File: src/logic/trim_volume_pkg.sv
// constants, field layout and carrier types for the channel trim/volume bank
// assumes an 8-bit register address space behind the serial control port
package trim_volume_pkg;
    // register offsets
    localparam logic [7:0] CH2_GAIN_TRIM_ADDR = 8'h44;
    localparam logic [7:0] CH2_PHASE_TRIM_ADDR = 8'h45;
    localparam logic [7:0] CH3_VOLUME_ADDR = 8'h48;
    localparam logic [7:0] CH3_GAIN_TRIM_ADDR = 8'h49;
    // reset values
    localparam logic [7:0] GAIN_TRIM_RESET = 8'h80;
    localparam logic [7:0] PHASE_TRIM_RESET = 8'h00;
    localparam logic [7:0] VOLUME_RESET = 8'hC9;
    // field positions
    localparam int TRIM_CODE_LSB = 4;
    localparam int TRIM_CODE_MSB = 7;
    localparam logic [3:0] TRIM_RSVD_VALUE = 4'h0;
    // arithmetic: unity gain in q1.15, sample width, volume octave split
    localparam int SAMPLE_W = 24;
    localparam int FRAC_BITS = 15;
    localparam logic [7:0] VOLUME_MUTE_CODE = 8'h00;
    localparam logic [8:0] VOLUME_OFFSET = 9'h00F;
    localparam logic [8:0] STEPS_PER_OCTAVE = 9'h00C;
    localparam logic [8:0] UNITY_OCTAVE = 9'h012;
    localparam int PHASE_DEPTH = 256;

    // one decimated sample with its strobe
    typedef struct packed {
        logic valid;
        logic signed [SAMPLE_W-1:0] data;
    } sample_s;

    // register access request from the control port
    typedef struct packed {
        logic wr;
        logic rd;
        logic [7:0] addr;
        logic [7:0] wdata;
    } reg_req_s;
endpackage : trim_volume_pkg

File: src/logic/channel_trim_volume_regs.sv
// trim/volume register bank for channels 2 and 3 plus the scaling datapath
// assumes the serial control port decodes frames into single-cycle
// register strobes; samples and modulator ticks are synchronous to clk_i
`timescale 1ns/100ps
module channel_trim_volume_regs
    import trim_volume_pkg::*;
(
    input wire logic clk_i,
    input wire logic reset_i,
    input wire reg_req_s reg_req_i,
    output logic [7:0] reg_rdata_o,
    input wire logic mod_tick_i,
    input wire logic ch2_mod_bit_i,
    output logic ch2_mod_bit_o,
    input wire sample_s ch2_sample_i,
    input wire sample_s ch3_sample_i,
    output sample_s ch2_sample_o,
    output sample_s ch3_sample_o
);

    // gain trim factor 10^((code-8)/200) in q1.15, 17 bits unsigned
    function automatic logic [16:0] trim_factor(input logic [3:0] code);
        logic [16:0] f;
        f = 17'h0_8000;
        unique case (code)
            4'h0: f = 17'h0_74BD;
            4'h1: f = 17'h0_7617;
            4'h2: f = 17'h0_7775;
            4'h3: f = 17'h0_78D7;
            4'h4: f = 17'h0_7A3D;
            4'h5: f = 17'h0_7BA8;
            4'h6: f = 17'h0_7D16;
            4'h7: f = 17'h0_7E89;
            4'h8: f = 17'h0_8000;
            4'h9: f = 17'h0_817C;
            4'hA: f = 17'h0_82FB;
            4'hB: f = 17'h0_8480;
            4'hC: f = 17'h0_8608;
            4'hD: f = 17'h0_8796;
            4'hE: f = 17'h0_8928;
            4'hF: f = 17'h0_8ABE;
        endcase
        return f;
    endfunction : trim_factor

    // volume mantissa 10^(r/40) in q1.15 for r in one 6 dB group
    function automatic logic [15:0] vol_mantissa(input logic [3:0] r);
        logic [15:0] m;
        m = 16'h8000;
        unique case (r)
            4'h1: m = 16'h8796;
            4'h2: m = 16'h8F9E;
            4'h3: m = 16'h9821;
            4'h4: m = 16'hA125;
            4'h5: m = 16'hAAB1;
            4'h6: m = 16'hB4CF;
            4'h7: m = 16'hBF86;
            4'h8: m = 16'hCADF;
            4'h9: m = 16'hD6E4;
            4'hA: m = 16'hE3A0;
            4'hB: m = 16'hF11D;
            default: m = 16'h8000;
        endcase
        return m;
    endfunction : vol_mantissa

    // apply a trim factor to a wide signed value
    function automatic logic signed [63:0] apply_trim(
        input logic signed [63:0] v, input logic [3:0] code);
        logic signed [63:0] p;
        p = v * 64'($signed({1'b0, trim_factor(code)}));
        return p >>> FRAC_BITS;
    endfunction : apply_trim

    // clamp to the sample range; overflow from +27 dB must not wrap
    function automatic logic signed [SAMPLE_W-1:0] saturate(
        input logic signed [63:0] v);
        logic signed [63:0] hi;
        logic signed [63:0] lo;
        hi = 64'sd8388607;
        lo = -64'sd8388608;
        if (v > hi) begin
            return SAMPLE_W'(hi);
        end else if (v < lo) begin
            return SAMPLE_W'(lo);
        end
        return v[SAMPLE_W-1:0];
    endfunction : saturate

    // register file
    logic [7:0] ch2_gain_trim_q, ch2_gain_trim_d;
    logic [7:0] ch2_phase_trim_q, ch2_phase_trim_d;
    logic [7:0] ch3_volume_q, ch3_volume_d;
    logic [7:0] ch3_gain_trim_q, ch3_gain_trim_d;
    logic [7:0] rdata_q, rdata_d;
    logic [3:0] ch2_gain_trim_code;
    logic [3:0] ch3_gain_trim_code;
    logic [7:0] ch2_phase_delay_code;
    logic [7:0] ch3_volume_code;

    assign ch2_gain_trim_code = ch2_gain_trim_q[TRIM_CODE_MSB:TRIM_CODE_LSB];
    assign ch3_gain_trim_code = ch3_gain_trim_q[TRIM_CODE_MSB:TRIM_CODE_LSB];
    assign ch2_phase_delay_code = ch2_phase_trim_q;
    assign ch3_volume_code = ch3_volume_q;

    // writes and registered read data; unmapped addresses read zero
    always_comb begin
        ch2_gain_trim_d = ch2_gain_trim_q;
        ch2_phase_trim_d = ch2_phase_trim_q;
        ch3_volume_d = ch3_volume_q;
        ch3_gain_trim_d = ch3_gain_trim_q;
        rdata_d = rdata_q;
        if (reg_req_i.wr) begin
            unique case (reg_req_i.addr)
                // reserved nibble is never stored, so it reads zero
                CH2_GAIN_TRIM_ADDR: ch2_gain_trim_d =
                    {reg_req_i.wdata[7:4], TRIM_RSVD_VALUE};
                CH2_PHASE_TRIM_ADDR: ch2_phase_trim_d = reg_req_i.wdata;
                CH3_VOLUME_ADDR: ch3_volume_d = reg_req_i.wdata;
                CH3_GAIN_TRIM_ADDR: ch3_gain_trim_d =
                    {reg_req_i.wdata[7:4], TRIM_RSVD_VALUE};
                default: ;
            endcase
        end
        if (reg_req_i.rd) begin
            unique case (reg_req_i.addr)
                CH2_GAIN_TRIM_ADDR: rdata_d = ch2_gain_trim_q;
                CH2_PHASE_TRIM_ADDR: rdata_d = ch2_phase_trim_q;
                CH3_VOLUME_ADDR: rdata_d = ch3_volume_q;
                CH3_GAIN_TRIM_ADDR: rdata_d = ch3_gain_trim_q;
                default: rdata_d = 8'h00;
            endcase
        end
    end

    // register state; reset values give unity trim and 0 dB volume
    always_ff @(posedge clk_i or posedge reset_i) begin
        if (reset_i) begin
            ch2_gain_trim_q <= GAIN_TRIM_RESET;
            ch2_phase_trim_q <= PHASE_TRIM_RESET;
            ch3_volume_q <= VOLUME_RESET;
            ch3_gain_trim_q <= GAIN_TRIM_RESET;
            rdata_q <= 8'h00;
        end else begin
            ch2_gain_trim_q <= ch2_gain_trim_d;
            ch2_phase_trim_q <= ch2_phase_trim_d;
            ch3_volume_q <= ch3_volume_d;
            ch3_gain_trim_q <= ch3_gain_trim_d;
            rdata_q <= rdata_d;
        end
    end
    assign reg_rdata_o = rdata_q;

    // phase delay line: one bit per modulator tick, 256 deep
    logic delay_mem [PHASE_DEPTH];
    logic [7:0] wr_ptr_q, wr_ptr_d;
    logic mod_bit_q, mod_bit_d;
    logic [7:0] rd_ptr;

    // read the bit written code ticks ago; code 0 bypasses the memory
    always_comb begin
        rd_ptr = wr_ptr_q - ch2_phase_delay_code;
        wr_ptr_d = wr_ptr_q;
        mod_bit_d = mod_bit_q;
        if (mod_tick_i) begin
            wr_ptr_d = wr_ptr_q + 8'h01;
            if (ch2_phase_delay_code == 8'h00) begin
                mod_bit_d = ch2_mod_bit_i;
            end else begin
                mod_bit_d = delay_mem[rd_ptr];
            end
        end
    end

    // memory holds no reset so it can map onto plain storage
    always_ff @(posedge clk_i) begin
        if (mod_tick_i) begin
            delay_mem[wr_ptr_q] <= ch2_mod_bit_i;
        end
    end

    always_ff @(posedge clk_i or posedge reset_i) begin
        if (reset_i) begin
            wr_ptr_q <= 8'h00;
            mod_bit_q <= 1'b0;
        end else begin
            wr_ptr_q <= wr_ptr_d;
            mod_bit_q <= mod_bit_d;
        end
    end
    assign ch2_mod_bit_o = mod_bit_q;

    // sample scaling, one cycle latency per channel
    sample_s ch2_out_q, ch2_out_d;
    sample_s ch3_out_q, ch3_out_d;
    logic [8:0] vol_index;
    logic [8:0] vol_octave;
    logic [8:0] vol_step;
    logic signed [63:0] ch2_acc;
    logic signed [63:0] ch3_acc;

    // volume is split into 6 dB octaves and a 0.5 dB mantissa; a binary
    // shift stands for 6 dB, so the curve drifts 0.02 dB per octave
    always_comb begin
        vol_index = {1'b0, ch3_volume_code} + VOLUME_OFFSET;
        vol_octave = vol_index / STEPS_PER_OCTAVE;
        vol_step = vol_index % STEPS_PER_OCTAVE;
        ch2_acc = apply_trim(64'(ch2_sample_i.data),
            ch2_gain_trim_code);
        ch3_acc = apply_trim(64'(ch3_sample_i.data),
            ch3_gain_trim_code);
        ch3_acc = (ch3_acc * 64'($signed({1'b0,
            vol_mantissa(vol_step[3:0])}))) >>> FRAC_BITS;
        if (vol_octave >= UNITY_OCTAVE) begin
            ch3_acc = ch3_acc <<< (vol_octave - UNITY_OCTAVE);
        end else begin
            ch3_acc = ch3_acc >>> (UNITY_OCTAVE - vol_octave);
        end
        ch2_out_d.valid = ch2_sample_i.valid;
        ch2_out_d.data = ch2_sample_i.valid ? saturate(ch2_acc)
            : ch2_out_q.data;
        ch3_out_d.valid = ch3_sample_i.valid;
        ch3_out_d.data = ch3_out_q.data;
        if (ch3_sample_i.valid) begin
            if (ch3_volume_code == VOLUME_MUTE_CODE) begin
                ch3_out_d.data = '0;
            end else begin
                ch3_out_d.data = saturate(ch3_acc);
            end
        end
    end

    always_ff @(posedge clk_i or posedge reset_i) begin
        if (reset_i) begin
            ch2_out_q <= '0;
            ch3_out_q <= '0;
        end else begin
            ch2_out_q <= ch2_out_d;
            ch3_out_q <= ch3_out_d;
        end
    end
    assign ch2_sample_o = ch2_out_q;
    assign ch3_sample_o = ch3_out_q;
endmodule : channel_trim_volume_regs

File: config.mk
export PLATFORM = sky130hd
export DESIGN_NAME = channel_trim_volume_regs
export DESIGN_NICKNAME = d
export VERILOG_FILES = /design/src/logic/trim_volume_pkg.sv /design/src/logic/channel_trim_volume_regs.sv
export SDC_FILE = /design/constraint.sdc
export NUM_CORES = 2
export LEC_CHECK = 0
export BUFFER_PORTS_ARGS = -buffer_cell sky130_fd_sc_hd__buf_2
export CAP_MARGIN = 10
export CORE_ASPECT_RATIO = 0.7
export CORE_UTILIZATION = 45
export CTS_CLUSTER_DIAMETER = 100
export CTS_CLUSTER_SIZE = 40
export DETAILED_ROUTE_END_ITERATION = 12
export PLACE_DENSITY_LB_ADDON = 0.12
export SLEW_MARGIN = 0
export SYNTH_ARGS = -nofsm -noshare
export SYNTH_HDL_FRONTEND = slang
export SYNTH_SLANG_ARGS = --single-unit
File: constraint.sdc
create_clock -name clk_i -period 14.7 [get_ports clk_i]
set_input_delay 2.94 -clock clk_i [delete_from_list [all_inputs] [get_ports clk_i]]
set_output_delay 2.94 -clock clk_i [all_outputs]
set_load 0.02 [all_outputs]
==> results.toml <==
[detailed_routing]
routed_wl_mm = 197
dr.pass1.iters = 11
ant_nets = 0
routed-via-count = 51600
wl_per_cell_um = 20.7
route.detailed.drc = 16
drtIter0Drc = 4386
vias_per_cell = 5.43

[sta]
max_slew.worst_pin.slew_ns = 1.20
slew_viol_final = 0
fin_ws_ns = -1.36
fin_crit_sh = 1.09
fin_skew_ns = 0.0501
grt_setup_unrepaired = "yes"
relSlewSlack = 0.196
hold_violations = 0
period_needed_ns = 16.06
finalSetupViolCount = 24
fmax_ghz = 0.0623

[setup_path]
cp_common_cell = "fa_1"
endpoint_kind = "flop"
cp_top_family = "adder cells"
slowest_stage = "fa_2"
rrSetupSlack_ns = -0.39
start_kind = "input pin"
worst_ep_required_time_ns = 15.18
cp_max_fo = 8
crit_arrival_ns = 16.53
crit_buf_inv = 19
critPathKind = "input pin to flop"
max_stage_delay_ns = 0.62

[worst_hold_path]
hold_class = "flop to flop"

[status]
outcome = "finished with violations"
failed_checks = "design-rule violations, negative setup slack"

[global_route]
grt_pass1_wl_mm = 313
grt_use_met3 = 0.0460
track_usage = 0.283
grt_pass1_vias = 53600
overflow = 0
antenna_found_initial = 12
grt-busiest-layer = "met1"
grt_max_degree = 160
grt_use_met2 = 0.428
grt_use_met1 = 0.435

[clock_network]
htree_num_levels = 1
cts_buffer_depth = 3
cts_buffers = 18
hold_buffers = 0
cts_tree = "built"
cts-root-buf = "clkbuf_16"
clk_pin_slew_ns = 0.13
cts.sinks = 347
clkLatencyLatePin_ns = 0.59

[job]
drv_cap = 0

[synthesis]
syn_nets = 8458
synth_area_um2 = 63500
syn_avg_cell_area_um2 = 9.21
synthArstFlopShare = 0.262
synth_cells = 6894
synth-main-ff-cell = "edfxtp_1"
synth_edf_count = 256
ys_warn_count = 0
ys_seq_area_frac = 0.157
ys_types = 103
synth_seq_cells = 347

[finish]
final_cell_mix = "inv_1, fa_1, nand2_1"
fin_nets = 9197
seqCellArea_um2 = 9970
multiInputGateArea_um2 = 50100
final_common_cell = "inv_1"
area_growth_pct = 21.6
nFillCells = 12500
final_layout_size_suffix_gt1_frac = 0.241

[floorplan]
die-area_um2 = 143000
num_rows = 114
die_y_um = 316
num_io_pins = 131
coreArea_um2 = 139000
die_w_um = 451
start_util = 0.456

[placed_design]
portBuffers = 130
dp_slack_ns = -3.09
place_congestion = 0.949
dp_hpwl_mm = 158
[sequential cells by signal, summed over array words and instances (netlist names)]
| register | cells |
|---|---|
| ch2_gain_trim_q | 4 |
| ch2_mod_bit_o | 1 |
| ch2_phase_delay_code | 8 |
| ch2_sample_o | 25 |
| ch3_gain_trim_q | 4 |
| ch3_sample_o | 25 |
| ch3_volume_code | 8 |
| delay_mem | 256 |
| reg_rdata_o | 8 |
| wr_ptr_q | 8 |
[routing by layer]
layer	part of all wire	routed length [µm]
met4	0.015	3040
met3	0.080	15800
met2	0.44	85800
met5	0	0
met1	0.47	92300
[kinds of logic after synthesis]
group	count (synthesis)	share of synthesized area
buffers and inverters	1824	0.109
flip-flops	347	0.157
multiplexers	200	0.0513
AND/OR/NAND/NOR	2097	0.145
AO/OA/AOI/OAI	802	0.0885
adder cells (fa/ha/maj)	1492	0.431
XOR/XNOR	132	0.0182
[path summary, 6_finish.rpt]
path | startpoint | to | cells after the start
setup / recovery | ch3_sample_i[9] | ch3_sample_o[11]$_DFFE_PP0P_ | 61
max in group asynchronous | reset_i | ch2_sample_o[11]$_DFFE_PP0P_ | 3
hold reg to reg | ch2_sample_o[23]$_DFFE_PP0P_ | ch2_sample_o[23]$_DFFE_PP0P_ | 1
hold / removal | ch2_sample_o[23]$_DFFE_PP0P_ | ch2_sample_o[23]$_DFFE_PP0P_ | 1
min in group asynchronous | reset_i | ch3_sample_o[22]$_DFFE_PP0P_ | 2
setup reg to reg | ch3_gain_trim_q[4]$_DFFE_PP0P_ | ch3_sample_o[11]$_DFFE_PP0P_ | 65
[through the flow]
stage / std cells / utilization / hold slack, ns / area, µm² / setup TNS [ns]
after floorplan: 6894 / - / 0.502 / 65000 / -19.00
after global placement: 9343 / 0.525 / 0.459 / 73100 / -71.47
after detailed placement: 9343 / 0.525 / 0.466 / 73100 / -71.31
after CTS: 9457 / 0.546 / 0.496 / 75900 / -28.18
after global routing: 9502 / 0.555 / 0.508 / 77200 / -41.50
final: 9505 / 0.555 / 0.501 / 77200 / -30.37
[synth_stat cells (12+ instances only)]
| master | instances | area (µm²) |
|---|---|---|
| inv_1 | 1470 | 5520 |
| fa_1 | 1161 | 23200 |
| nand2_1 | 981 | 3680 |
| nor2_1 | 567 | 2130 |
| ha_1 | 331 | 4140 |
| clkbuf_1 | 302 | 1130 |
| edfxtp_1 | 256 | 7690 |
| a21oi_1 | 168 | 841 |
| and2_1 | 168 | 1050 |
| o21ai_0 | 122 | 611 |
| nor2b_1 | 99 | 619 |
| mux4_2 | 96 | 2160 |
| xnor2_1 | 90 | 788 |
| dfrtp_1 | 85 | 2130 |
| nand3_1 | 63 | 315 |
| mux2i_1 | 62 | 621 |
| nor3_1 | 59 | 295 |
| a21o_1 | 50 | 375 |
| a211oi_1 | 44 | 330 |
| o211ai_1 | 42 | 315 |
| xor2_1 | 42 | 368 |
| mux2_2 | 41 | 462 |
| o22ai_1 | 34 | 213 |
| a31oi_1 | 31 | 194 |
| a221o_1 | 28 | 280 |
| nand2b_1 | 28 | 175 |
| nand4_1 | 25 | 156 |
| a221oi_1 | 24 | 210 |
| o21a_1 | 23 | 173 |
| a22oi_1 | 22 | 165 |
| buf_1 | 20 | 75.1 |
| or2_2 | 20 | 125 |
| buf_2 | 18 | 90.1 |
| and3_1 | 16 | 100 |
| o21ai_1 | 16 | 80.1 |
| o21bai_1 | 15 | 113 |
| nor4_1 | 13 | 81.3 |
| a211o_1 | 12 | 105 |
| or3_1 | 12 | 75.1 |
[timing repair]
item / 4_1_cts / 5_1_grt
cloned: 3 / 0
pin swaps: 168 / 134
buffers inserted: 82 / 53
endpoints found under the setup margin: 24 / 24
gates resized for setup: 323 / 232
[layout make-up]
type / instances / share of cell area
diodes: 4 / 0.000130
clock buffers: 18 / 0.00584
clock inverters: 14 / 0.00337
inverters: 1479 / 0.0722
multi-input cells: 4723 / 0.649
flip-flops and latches: 347 / 0.129
well taps: 1856 / 0.0301
repair buffers: 1064 / 0.110
Power is not shown: default switching activity piles up to over one toggle a cycle in this logic, so the estimate is an artifact.
